## config.mk

```make
export PLATFORM = sky130hd
export DESIGN_NAME = trim_host_flat
export DESIGN_NICKNAME = d
export VERILOG_FILES = /design/src/trim_pkg.sv /design/src/trim_if.sv /design/src/trim_host.sv /design/src/flat_wrapper.sv
export SDC_FILE = /design/constraint.sdc
export NUM_CORES = 1
export LEC_CHECK = 0
export ABC_AREA = 1
export ABC_CLOCK_PERIOD_IN_PS = 2900
export BUFFER_PORTS_ARGS = -buffer_cell sky130_fd_sc_hd__buf_2
export CAP_MARGIN = 20
export CORE_ASPECT_RATIO = 0.8
export CORE_MARGIN = 1
export CORE_UTILIZATION = 45
export DETAILED_ROUTE_END_ITERATION = 7
export PLACE_DENSITY = 0.78
export SETUP_SLACK_MARGIN = 0.4
export SLEW_MARGIN = 10
export SYNTH_ARGS = -nofsm -noshare
export SYNTH_HDL_FRONTEND = slang
export SYNTH_SLANG_ARGS = --single-unit
```

## constraint.sdc

```tcl
create_clock -name REF_CLK -period 2.9 [get_ports REF_CLK]
set_input_delay 0.29 -clock REF_CLK [delete_from_list [all_inputs] [get_ports REF_CLK]]
set_output_delay 0.29 -clock REF_CLK [all_outputs]
set_load 0.005 [all_outputs]
```

## src/trim_pkg.sv

```systemverilog
package trim_pkg;
  localparam logic [7:0]  OFS_TEMP_HI       = 8'h90;
  localparam logic [7:0]  OFS_TEMP_LO       = 8'h91;
  localparam logic [7:0]  OFS_REFH_HI       = 8'h92;
  localparam logic [7:0]  OFS_REFH_LO       = 8'h93;
  localparam logic [7:0]  OFS_REFR          = 8'h94;
  localparam logic [7:0]  PHASE_ACCUM_COPY_WORD      = 8'h23;
  localparam int          FRAME_CYCLES      = 15;
  localparam int          CONV_PRODUCT      = 14;
  localparam logic [1:0]  FILTER_LEN_RST    = 2'h1;
  localparam logic [3:0]  CONV_FRAME_RST    = 4'h7;
  localparam logic [2:0]  EQUATION_RST      = 3'h5;
  localparam logic [12:0] ACCUM_RST         = 13'h0000;
  localparam logic [5:0]  CODE_BASE_RST     = 6'h00;
  localparam int          TIMEBASE_HZ       = 32768;
  localparam int          REF_HZ            = 50000000;
  localparam int          TB_DIV            = REF_HZ / TIMEBASE_HZ;
  // Bus register map
  localparam logic [7:0]  REG_CTRL          = 8'h00;
  localparam logic [7:0]  REG_ACCUM         = 8'h04;
  localparam logic [7:0]  REG_FETCH         = 8'h08;
  localparam logic [7:0]  REG_RESULT        = 8'h0c;
  localparam logic [7:0]  REG_STATUS        = 8'h10;
  localparam logic [7:0]  REG_MASK          = 8'h14;
  localparam logic [7:0]  REG_WORD          = 8'h18;
  function automatic logic [15:0] pm_addr(input logic [5:0] base, input logic [9:0] ofs);
    pm_addr = {base, ofs};
  endfunction : pm_addr
  function automatic logic [15:0] word_byte_addr(input logic [7:0] w, input logic [1:0] b);
    word_byte_addr = {6'h00, w, b};
  endfunction : word_byte_addr
endpackage : trim_pkg
```

## src/trim_if.sv

```systemverilog
`timescale 1ns/1ps
interface trim_if;
  logic        page_sel;
  logic [5:0]  code_base;
  logic        pm_rd;
  logic [15:0] pm_addr;
  logic [7:0]  pm_rdata;
  logic        pm_valid;
  logic [2:0]  eq_sel;
  logic        engine_en;
  logic [12:0] accum_count;
  logic [1:0]  filter_len;
  logic [3:0]  conv_frame;
  logic        frame_tick;
  logic        dm_wr;
  logic [15:0] dm_addr;
  logic [7:0]  dm_wdata;
  modport device (input page_sel, code_base, pm_rd, pm_addr, eq_sel, engine_en, accum_count, filter_len,
                  conv_frame, dm_wr, dm_addr, dm_wdata, output pm_rdata, pm_valid, frame_tick);
  modport host (output page_sel, code_base, pm_rd, pm_addr, eq_sel, engine_en, accum_count, filter_len,
                conv_frame, dm_wr, dm_addr, dm_wdata, input pm_rdata, pm_valid, frame_tick);
endinterface : trim_if

```

## src/trim_host.sv

```systemverilog
`timescale 1ns/1ps
module trim_host (
  // Clock and reset
  input  wire logic        REF_CLK,
  input  wire logic        RESET_N,
  input  wire logic        CLK_EN,
  // AHB-Lite slave
  input  wire logic        HSEL,
  input  wire logic [31:0] HADDR,
  input  wire logic [1:0]  HTRANS,
  input  wire logic        HWRITE,
  input  wire logic [2:0]  HSIZE,
  input  wire logic [31:0] HWDATA,
  input  wire logic        HREADY,
  output logic [31:0]      HRDATA,
  output logic             HREADYOUT,
  output logic             HRESP,
  output logic             IRQ,
  // Link
  trim_if.host             LINK
);
  import trim_pkg::*;
  typedef enum logic [2:0] {IDLE = 3'b001, FETCH = 3'b010, WAITR = 3'b100} state_t;
  state_t      st_d, st_q;
  logic        wr_d, wr_q, ph_d, ph_q;
  logic [7:0]  wa_d, wa_q;
  logic [31:0] hr_d, hr_q;
  logic        sel_d, sel_q, en_d, en_q;
  logic [5:0]  base_d, base_q;
  logic [2:0]  eq_d, eq_q;
  logic [1:0]  fl_d, fl_q;
  logic [3:0]  cf_d, cf_q;
  logic [12:0] acc_d, acc_q;
  logic [7:0]  fofs_d, fofs_q, res_d, res_q;
  logic [1:0]  stat_d, stat_q, mask_d, mask_q;
  logic        rd_d, rd_q, irq_d, irq_q, bad_cfg;
  logic [15:0] pa_d, pa_q;
  logic [31:0] dw_d, dw_q;
  logic        dmw_d, dmw_q;
  always_comb begin
    ph_d = HSEL && HREADY && HTRANS[1];
    wr_d = HWRITE;
    wa_d = HADDR[7:0];
    sel_d = sel_q; en_d = en_q; base_d = base_q; eq_d = eq_q;
    fl_d = fl_q; cf_d = cf_q; acc_d = acc_q; fofs_d = fofs_q;
    res_d = res_q; mask_d = mask_q; st_d = st_q; rd_d = 1'b0; pa_d = pa_q;
    dw_d = dw_q; dmw_d = 1'b0;
    stat_d = stat_q;
    // Eight bits so that no product wraps onto fourteen
    bad_cfg = ({6'h00, fl_q} + 8'h01) * {4'h0, cf_q} != 8'(CONV_PRODUCT);
    if (ph_q && wr_q) begin
      case (wa_q)
        REG_CTRL: begin
          en_d = HWDATA[0] && st_q == IDLE && !sel_q;
          eq_d = HWDATA[7:5];
          base_d = HWDATA[13:8];
          fl_d = HWDATA[17:16];
          cf_d = HWDATA[23:20];
        end
        REG_ACCUM:  acc_d = HWDATA[12:0];
        REG_FETCH:  fofs_d = HWDATA[7:0];
        REG_STATUS: stat_d = stat_q & ~HWDATA[1:0];
        REG_MASK:   mask_d = HWDATA[1:0];
        REG_WORD: begin
          dw_d = HWDATA;
          dmw_d = !en_q;
          pa_d = word_byte_addr(HWDATA[31:24], 2'h0);
        end
        default: ;
      endcase
    end
    case (st_q)
      IDLE: begin
        if (ph_q && wr_q && wa_q == REG_FETCH && !en_q) begin
          sel_d = 1'b1;
          rd_d = 1'b1;
          pa_d = pm_addr(base_q, {2'h0, HWDATA[7:0]});
          st_d = FETCH;
        end
      end
      FETCH: st_d = WAITR;
      WAITR: begin
        if (LINK.pm_valid) begin
          res_d = LINK.pm_rdata;
          sel_d = 1'b0;
          stat_d[0] = 1'b1;
          st_d = IDLE;
        end
      end
      default: st_d = IDLE;
    endcase
    if (en_q && bad_cfg) begin
      stat_d[1] = 1'b1;
    end
    if (LINK.frame_tick) begin
      stat_d[1] = stat_d[1] | bad_cfg;
    end
    irq_d = |(stat_d & mask_d);
    // Read data built from next values in the address phase, so HRDATA leaves a flop
    case (HADDR[7:0])
      REG_CTRL:   hr_d = {8'h00, cf_d, 2'h0, fl_d, 2'h0, base_d, eq_d, 4'h0, en_d};
      REG_ACCUM:  hr_d = {19'h00000, acc_d};
      REG_FETCH:  hr_d = {23'h000000, sel_d, fofs_d};
      REG_RESULT: hr_d = {24'h000000, res_d};
      REG_STATUS: hr_d = {30'h00000000, stat_d};
      REG_MASK:   hr_d = {30'h00000000, mask_d};
      default:    hr_d = 32'h00000000;
    endcase
  end
  always_ff @(posedge REF_CLK or negedge RESET_N) begin
    if (!RESET_N) begin
      st_q <= IDLE; ph_q <= 1'b0; wr_q <= 1'b0; wa_q <= 8'h00; hr_q <= 32'h00000000;
      sel_q <= 1'b0; en_q <= 1'b0; base_q <= CODE_BASE_RST; eq_q <= EQUATION_RST;
      fl_q <= FILTER_LEN_RST; cf_q <= CONV_FRAME_RST; acc_q <= ACCUM_RST;
      fofs_q <= 8'h00; res_q <= 8'h00; stat_q <= 2'h0; mask_q <= 2'h0;
      rd_q <= 1'b0; irq_q <= 1'b0; pa_q <= 16'h0000; dw_q <= 32'h00000000; dmw_q <= 1'b0;
    end else if (CLK_EN) begin
      st_q <= st_d; ph_q <= ph_d; wr_q <= wr_d; wa_q <= wa_d; hr_q <= hr_d;
      sel_q <= sel_d; en_q <= en_d; base_q <= base_d; eq_q <= eq_d;
      fl_q <= fl_d; cf_q <= cf_d; acc_q <= acc_d;
      fofs_q <= fofs_d; res_q <= res_d; stat_q <= stat_d; mask_q <= mask_d;
      rd_q <= rd_d; irq_q <= irq_d; pa_q <= pa_d; dw_q <= dw_d; dmw_q <= dmw_d;
    end
  end
  assign HRDATA           = hr_q;
  assign HREADYOUT        = 1'b1;
  assign HRESP            = 1'b0;
  assign IRQ              = irq_q;
  assign LINK.page_sel    = sel_q;
  assign LINK.code_base   = base_q;
  assign LINK.pm_rd       = rd_q;
  assign LINK.pm_addr     = pa_q;
  assign LINK.eq_sel      = eq_q;
  assign LINK.engine_en   = en_q;
  assign LINK.accum_count = acc_q;
  assign LINK.filter_len  = fl_q;
  assign LINK.conv_frame  = cf_q;
  assign LINK.dm_wr       = dmw_q;
  assign LINK.dm_addr     = pa_q;
  assign LINK.dm_wdata    = dw_q[7:0];
endmodule : trim_host

```

## src/flat_wrapper.sv

```systemverilog
// flat-port wrapper written by rule: the top's interface ports become plain ports
module trim_host_flat import trim_pkg::*;
  (REF_CLK, RESET_N, CLK_EN, HSEL, HADDR, HTRANS, HWRITE, HSIZE, HWDATA, HREADY, HRDATA, HREADYOUT, HRESP, IRQ, LINK_page_sel, LINK_code_base, LINK_pm_rd, LINK_pm_addr, LINK_eq_sel, LINK_engine_en, LINK_accum_count, LINK_filter_len, LINK_conv_frame, LINK_dm_wr, LINK_dm_addr, LINK_dm_wdata, LINK_pm_rdata, LINK_pm_valid, LINK_frame_tick);
  trim_if LINK_i ();
  input  wire logic REF_CLK;
  input  wire logic RESET_N;
  input  wire logic CLK_EN;
  input  wire logic HSEL;
  input  wire logic [31:0] HADDR;
  input  wire logic [1:0] HTRANS;
  input  wire logic HWRITE;
  input  wire logic [2:0] HSIZE;
  input  wire logic [31:0] HWDATA;
  input  wire logic HREADY;
  output logic [31:0] HRDATA;
  output logic HREADYOUT;
  output logic HRESP;
  output logic IRQ;
  output wire logic [$bits(LINK_i.page_sel)-1:0] LINK_page_sel;
  output wire logic [$bits(LINK_i.code_base)-1:0] LINK_code_base;
  output wire logic [$bits(LINK_i.pm_rd)-1:0] LINK_pm_rd;
  output wire logic [$bits(LINK_i.pm_addr)-1:0] LINK_pm_addr;
  output wire logic [$bits(LINK_i.eq_sel)-1:0] LINK_eq_sel;
  output wire logic [$bits(LINK_i.engine_en)-1:0] LINK_engine_en;
  output wire logic [$bits(LINK_i.accum_count)-1:0] LINK_accum_count;
  output wire logic [$bits(LINK_i.filter_len)-1:0] LINK_filter_len;
  output wire logic [$bits(LINK_i.conv_frame)-1:0] LINK_conv_frame;
  output wire logic [$bits(LINK_i.dm_wr)-1:0] LINK_dm_wr;
  output wire logic [$bits(LINK_i.dm_addr)-1:0] LINK_dm_addr;
  output wire logic [$bits(LINK_i.dm_wdata)-1:0] LINK_dm_wdata;
  input wire logic [$bits(LINK_i.pm_rdata)-1:0] LINK_pm_rdata;
  input wire logic [$bits(LINK_i.pm_valid)-1:0] LINK_pm_valid;
  input wire logic [$bits(LINK_i.frame_tick)-1:0] LINK_frame_tick;
  assign LINK_page_sel = LINK_i.page_sel;
  assign LINK_code_base = LINK_i.code_base;
  assign LINK_pm_rd = LINK_i.pm_rd;
  assign LINK_pm_addr = LINK_i.pm_addr;
  assign LINK_eq_sel = LINK_i.eq_sel;
  assign LINK_engine_en = LINK_i.engine_en;
  assign LINK_accum_count = LINK_i.accum_count;
  assign LINK_filter_len = LINK_i.filter_len;
  assign LINK_conv_frame = LINK_i.conv_frame;
  assign LINK_dm_wr = LINK_i.dm_wr;
  assign LINK_dm_addr = LINK_i.dm_addr;
  assign LINK_dm_wdata = LINK_i.dm_wdata;
  assign LINK_i.pm_rdata = LINK_pm_rdata;
  assign LINK_i.pm_valid = LINK_pm_valid;
  assign LINK_i.frame_tick = LINK_frame_tick;
  trim_host u_core (.REF_CLK(REF_CLK), .RESET_N(RESET_N), .CLK_EN(CLK_EN), .HSEL(HSEL), .HADDR(HADDR), .HTRANS(HTRANS), .HWRITE(HWRITE), .HSIZE(HSIZE), .HWDATA(HWDATA), .HREADY(HREADY), .HRDATA(HRDATA), .HREADYOUT(HREADYOUT), .HRESP(HRESP), .IRQ(IRQ), .LINK(LINK_i));
endmodule
```

==> impl_results.md, run 1 <==
* Final WL at 14,400 um
* Most frequent cells in the layout: 204 x nand2_1, 144 x buf_2, 103 x dfrtp_1
* Initial antenna violation count at 0
* Power Total at 3.56 mW
* Clk buf depth at 2
* Htree depth at 3
* Met3 WL at 1020 um
* Antenna cells at 0
* Critical Path RT at 3.14 ns
* Tightest Pin Transition at 0.684 ns
* Buffers on Ports at 145
* Vias in the first global route at 4,565
* Gr ovfl total at 0
* CTS sink count at 110
* Worst hold path type: input port to register
* Die Area at 0.0139 mm^2
* Cells along the critical path: ha_4 -> nand2_2 -> fa_1 -> inv_1 -> ha_2 -> inv_2 -> fa_1 -> nand3b_1 -> nor2_1 -> nand3_1 -> o21ai_1 -> nand2_1 -> nand2_1 -> nand2_1 -> nand2_1 -> nand2_1
* Starting Density at 0.466
* Pins over their slew limit at 0
* CTS Buf Count at 9
* Commonest non-fill, non-tap cell in the layout: nand2_1
* Post-CTS sizing at 0
* CP max stage cell: dfstp_2
* RR Startpoint: u_core.LINK.filter_len[0]$_DFFE_PN1P_
* Worst R2R End: u_core.HRDATA[1]$_DFFE_PN0P_
* Clock Skew at 0.00574 ns
* Post-synthesis register bit count at 110
* Top Layer Used: met4
* Vias at 5,166
* Syn Area/Cell at 8.23 um^2
* Clk_lat worst skew at 0.35 ns
* Io pins at 192
* Status: completed
* Fin crit share at 0.979
* Final RePlAce weighted congestion at 0.880
* Iter 0 DRT Violations at 385
* CP endpoint kind: register
* Crit path max-delay family: adder cells
* Detail Placement HPWL at 10,700 um
* Root Driver: clkbuf_16
* Post-Layout Inst Area at 0.00699 mm^2
* Finish-stage setup viols at 0
* Critical path endpoint: u_core.HRDATA[1]$_DFFE_PN0P_
* Met1 WL at 6890 um
* Proportion of layout cells with a drive suffix above 1 at 0.274
* Post-synthesis cell type count at 40
* Post-place instance area at 0.00668 mm^2
* Levels on crit path at 16
* Core Area at 0.0130 mm^2
* Max-slew headroom at 0.543
* Crit-path max FO at 4
* Fillers at 1,268
* Gr usage total at 0.216
* Cells after Synth at 734
* Num rows at 37
* Yosys warns at 0
* WL per Instance at 14.0 um
* Worst Path Class, Setup: register to register
* Lkg Pwr at 3.68 nW
* Critical Path AT at 3.08 ns
* ANT nets after route at 0
* Pwr/cell area at 509 mW/mm^2
* Setup_tns at 0 ns
* CP dominant cell by count: nand2_1
* Final Critical Period at 2.84 ns
* Startpoint type of the worst setup path: register
* Max_cap viols at 0
* WL met2 at 6390 um
* CTS tree: built
* Vias per cell at 5.00
* Fin nets at 948
* Die Y at 106 um
* Drt pass-1 iters at 5
* Largest net degree at the start of global routing at 63
* Area Growth Syn to Fin at 15.7%
* Mapped Area at 0.00604 mm^2
* Sequential area share after synthesis at 0.457
* R2R cell count at 16
* Setup slack, reg-to-reg at 0.06 ns
* Setup crit start: u_core.LINK.filter_len[0]$_DFFE_PN1P_
* Unrepaired setup endpoints after global routing: yes
* Max VDD drop at 296 uV
* Clock transition at path regs at 0.07 ns
* Hold Vio Cnt, Final at 0
* F_max at 352 MHz
* First-pass GRT wire length at 23,600 um
* DRC viols at 0
* Sum of buffers and inverters on the critical path at 2
* DIE WIDTH at 132 um
* CP max stage delay at 0.55 ns
==> registers in the layout, summed over array words and instances, names as in the netlist, 4 cells and up <==
| signal | flops |
|---|---|
| u_core.HRDATA | 20 |
| u_core.LINK.conv_frame | 4 |
| u_core.res_q | 8 |
| u_core.LINK.accum_count | 13 |
| u_core.wa_q | 8 |
| u_core.LINK.dm_addr | 16 |
| u_core.LINK.code_base | 6 |
| u_core.fofs_q | 8 |
| u_core.dw_q | 8 |
==> synth_stat cells <==
master | number | area, um^2
buf_4 | 34 | 255
clkbuf_1 | 6 | 22.5
o21bai_1 | 2 | 15.0
o21ai_1 | 22 | 110
nand3_4 | 1 | 17.5
nor2_8 | 1 | 20.0
buf_6 | 9 | 101
nor2_4 | 9 | 101
o211ai_2 | 2 | 25.0
or2_2 | 2 | 12.5
o21ai_2 | 16 | 140
inv_4 | 1 | 6.26
nand4_1 | 5 | 31.3
nand2_1 | 206 | 773
nor2_2 | 5 | 31.3
o32ai_1 | 6 | 52.6
nand3_1 | 47 | 235
nor3_1 | 4 | 20.0
inv_1 | 74 | 278
nand3_2 | 2 | 20.0
a31oi_1 | 1 | 6.26
dfstp_2 | 7 | 184
buf_2 | 7 | 35.0
nand4_4 | 1 | 21.3
fa_1 | 3 | 60.1
inv_2 | 4 | 15.0
a21oi_2 | 1 | 8.76
dfrtp_1 | 103 | 2580
nand2_2 | 5 | 31.3
o21ai_0 | 70 | 350
o22ai_1 | 5 | 31.3
ha_1 | 7 | 87.6
clkbuf_8 | 2 | 27.5
nor2_1 | 35 | 131
a21oi_1 | 9 | 45.0
conb_1 | 2 | 7.51
nor3_4 | 1 | 16.3
nand3b_1 | 2 | 15.0
o211ai_1 | 12 | 90.1
nand2_4 | 3 | 33.8
==> how the worst min path moves through the flow <==
stage	from	endpoint	slack, ns	depth (start not counted)
after floorplan	RESET_N	u_core.HRDATA[0]$_DFFE_PN0P_	-0.006	0
after global placement	RESET_N	u_core.res_q[5]$_DFFE_PN0P_	0.17	1
after detailed placement	RESET_N	u_core.wa_q[1]$_DFFE_PN0P_	0.17	1
after CTS	HWRITE	u_core.wr_q$_DFFE_PN0P_	0.15	3
after global routing	HADDR[7]	u_core.wa_q[7]$_DFFE_PN0P_	0.16	3
final	HWRITE	u_core.wr_q$_DFFE_PN0P_	0.16	3
==> worst min-delay path, cell delays in order <==
cell     delay (ns)
buf_2          0.08
nand2_1        0.04
nand2_1        0.06
==> final cells by class <==
cell class / instances / area, um^2 / area share
flip-flops and latches: 110 / 2760 / 0.395
multi-input cells: 499 / 2610 / 0.373
repair buffers: 154 / 811 / 0.116
inverters: 79 / 299 / 0.0428
clock buffers: 9 / 225 / 0.0322
well taps: 175 / 219 / 0.0313
clock inverters: 7 / 71.3 / 0.0102
==> stage by stage <==
stage	instances	worst slack, ns	hold WS, ns	utilization
finish	1033	0.0603	0.160	0.539
CTS	1033	0.0591	0.150	0.539
global route	1033	-0.0747	0.156	0.539
floorplan	746	0.208	-0.00559	-
detailed placement	1015	0.0628	0.172	0.515
global placement	1015	0.115	0.169	0.515
==> timing repair <==
action	in CTS	in global routing
buffers inserted	1	0
hold endpoints to repair	13	0
endpoints found under the setup margin	3	3
pin swaps	2	0
hold buffers	1	0
gates cloned	0	0
==> cells by family (layout without fill, tap and decap cells) <==
group,after synthesis,in the layout,synth area share
adder cells (fa/ha/maj),10,10,0.0244
buffers and inverters,137,249,0.123
AO/OA/AOI/OAI,146,146,0.145
other,2,14,0.00124
AND/OR/NAND/NOR,329,329,0.250
flip-flops,110,110,0.457
==> report_power, final <==
part	total, mW	internal [mW]	switching, mW
logic	0.565	0.221	0.345
registers	1.75	1.67	0.0842
clock network	1.24	0.674	0.570
total	3.56	2.56	0.999
==> per-layer routing <==
layer | global-route usage | vias up
met2 | 0.327 | 185
met3 | 0.0572 | 18
met5 | 0 | -
met4 | 0.0390 | 0
li1 | - | 2576
met1 | 0.310 | 2387
(Power assumes the default switching activity.)
==> inputs of run 2 (changes only) <==
- CORE_UTILIZATION: 45 -> 47
- PLACE_DENSITY: 0.78 -> 0.81
==> run 2 against run 1 <==
Effect of this change: the run now ends with negative hold slack left; sequential share of layout area is 0.21 points lower; hold slack worse by 0.18 ns; die area is 4.2% lower; total power is 1.0% higher; final cell count hardly changed; largest power group unchanged.
==> impl_results.md, run 2 (synthesized netlist as in run 1, its figures left out) <==
* Status: finished with violations (was completed)
* Failing checks: negative hold slack
* Antenna cells at 0 (unchanged)
* Fin nets at 951 (was 948)
* WL per Instance at 14.2 um (was 14.0 um)
* Max-slew headroom at 0.538 (was 0.543)
* F_max at 353 MHz (was 352 MHz)
* Iter 0 DRT Violations at 534 (was 385)
* Tightest Pin Transition at 0.691 ns (was 0.684 ns)
* Commonest non-fill, non-tap cell in the layout: nand2_1 (unchanged)
* DRC viols at 0 (unchanged)
* Critical Path AT at 3.07 ns (was 3.08 ns)
* Largest net degree at the start of global routing at 61 (was 63)
* DIE WIDTH at 129 um (was 132 um)
* WHS at -0.0234 ns (was 0.160 ns)
* Worst Path Class, Setup: register to register (unchanged)
* Num rows at 36 (was 37)
* Unrepaired setup endpoints after global routing: yes (unchanged)
* Gr ovfl total at 0 (unchanged)
* Max FFs per register at 20 (unchanged)
* Final Critical Period at 2.83 ns (was 2.84 ns)
* Most frequent cells in the layout: 204 x nand2_1, 144 x buf_2, 103 x dfrtp_1 (unchanged)
* ANT nets after route at 0 (unchanged)
* Pins over their slew limit at 0 (unchanged)
* Register area at 0.00276 mm^2 (unchanged)
* Gr usage total at 0.232 (was 0.216)
* Fin crit share at 0.977 (was 0.979)
* Buffers on Ports at 145 (unchanged)
* Clk_lat worst skew at 0.35 ns (about the same)
* CTS tree: built (unchanged)
* Vias per cell at 5.12 (was 5.00)
* Area Growth Syn to Fin at 16.3% (was 15.7%)
* R2R cell count at 16 (unchanged)
* CTS sink count at 110 (unchanged)
* Final WL at 14,700 um (was 14,400 um)
* Starting Density at 0.490 (was 0.466)
* Lkg Pwr at 3.70 nW (was 3.68 nW)
* Clock transition at path regs at 0.07 ns (about the same)
* Vias at 5,284 (was 5,166)
* Pwr/cell area at 512 mW/mm^2 (was 509 mW/mm^2)
* Drt pass-1 iters at 5 (unchanged)
* First-pass GRT wire length at 23,800 um (was 23,600 um)
* Proportion of layout cells with a drive suffix above 1 at 0.279 (was 0.274)
* Vias in the first global route at 4,846 (was 4,565)
* Clock Skew at 0.00721 ns (was 0.00574 ns)
* Utilization after layout at 0.570 (was 0.539)
* Non-Filler Instances at 1,032 (was 1,033)
* Critical Path RT at 3.14 ns (about the same)
* Clk buf depth at 2 (unchanged)
* Area of the multi-input gates at 0.00262 mm^2 (was 0.00261 mm^2)
* Htree depth at 3 (unchanged)
* Crit-path max FO at 4 (unchanged)
* Initial antenna violation count at 0 (unchanged)
* Setup slack, reg-to-reg at 0.07 ns (was 0.06 ns)
* Power Total at 3.60 mW (was 3.56 mW)
* Io pins at 192 (unchanged)
* Die Y at 103 um (was 106 um)
* Hold Vio Cnt, Final at 36 (was 0)
* Startpoint type of the worst setup path: register (unchanged)
* Setup crit start: u_core.LINK.filter_len[0]$_DFFE_PN1P_ (unchanged)
* Core Area at 0.0123 mm^2 (was 0.0130 mm^2)
* Worst hold path type: input port to asynchronous set/reset pin (was input port to register)
* CTS Buf Count at 9 (unchanged)
* Detail Placement HPWL at 10,800 um (was 10,700 um)
* Max_cap viols at 0 (unchanged)
* Die Area at 0.0133 mm^2 (was 0.0139 mm^2)
* Root Driver: clkbuf_16 (unchanged)
* Final RePlAce weighted congestion at 0.904 (was 0.880)
* CTS Hold Buffers Added at 0 (was 1)
* RR Startpoint: u_core.LINK.filter_len[0]$_DFFE_PN1P_ (unchanged)
* Worst R2R End: u_core.HRDATA[1]$_DFFE_PN0P_ (unchanged)
* CP endpoint kind: register (unchanged)
* DP Cell Count at 1,010 (was 1,015)
* Fillers at 1,163 (was 1,268)
* Critical path endpoint: u_core.HRDATA[1]$_DFFE_PN0P_ (unchanged)
* Max VDD drop at 356 uV (was 296 uV)
* Finish-stage setup viols at 0 (unchanged)
run 2: timing repair:
item	4_1_cts	5_1_grt
buffers inserted	5	1
pin swaps	4	3
endpoints found under the setup margin	3	3
resized for setup	2	0
run 2: per-layer routing:
layer | global-route usage | share of wire
met1 | 0.327 | 0.47
met2 | 0.364 | 0.44
met3 | 0.0520 | 0.070
met4 | 0.0588 | 0.013
met5 | 0 | 0
run 2: worst max-delay path, cell delays in order, from the launching register on:
cell and delay [ns]:
dfstp_2 0.58, ha_4 0.21, nand2_2 0.07, fa_1 0.41
inv_1 0.07, ha_2 0.18, inv_2 0.04, fa_1 0.43
nand3b_1 0.17, nor2_1 0.09, nand3_1 0.09, o21ai_2 0.07
nand2_1 0.08, nand2_1 0.06, nand2_1 0.05, nand2_1 0.07
nand2_1 0.05
run 2: metrics by stage:
step                      setup slack, ns  cell area, um^2  TNS [ns]
after floorplan                     0.208             6110         0
after detailed placement          0.00902             6670         0
after global routing              -0.0644             7030   -0.0644
after global placement             0.0792             6670         0
after CTS                          0.0562             7020         0
final                              0.0657             7030         0
run 2: where the power goes:
group | switching (mW) | total (mW) | internal (mW) | leakage (nW)
clock | 0.555 | 1.27 | 0.716 | 0.144
sequential | 0.0879 | 1.76 | 1.67 | 1.43
combinational | 0.346 | 0.571 | 0.225 | 2.12
total | 0.989 | 3.60 | 2.61 | 3.70
run 2: area by class of cell:
class,count,area share
timing repair buffer,157,0.118
multi-input combinational,499,0.372
tap,171,0.0304
inverter,79,0.0425
clock buffer,11,0.0359
sequential,110,0.393
clock inverter,5,0.00819
run 2: worst min path at each step:
stage                 start                                    to  slack [ns]  depth (start not counted)
floorplan           RESET_N          u_core.HRDATA[0]$_DFFE_PN0P_      -0.006                          0
global placement    RESET_N               u_core.ph_q$_DFFE_PN0P_        0.37                          1
detailed placement  RESET_N         u_core.HRDATA[10]$_DFFE_PN0P_        0.37                          1
CTS                 RESET_N         u_core.HRDATA[10]$_DFFE_PN0P_      0.0002                          1
global route        RESET_N  u_core.LINK.code_base[1]$_DFFE_PN0P_        0.02                          1
finish              RESET_N               u_core.ph_q$_DFFE_PN0P_       -0.02                          1
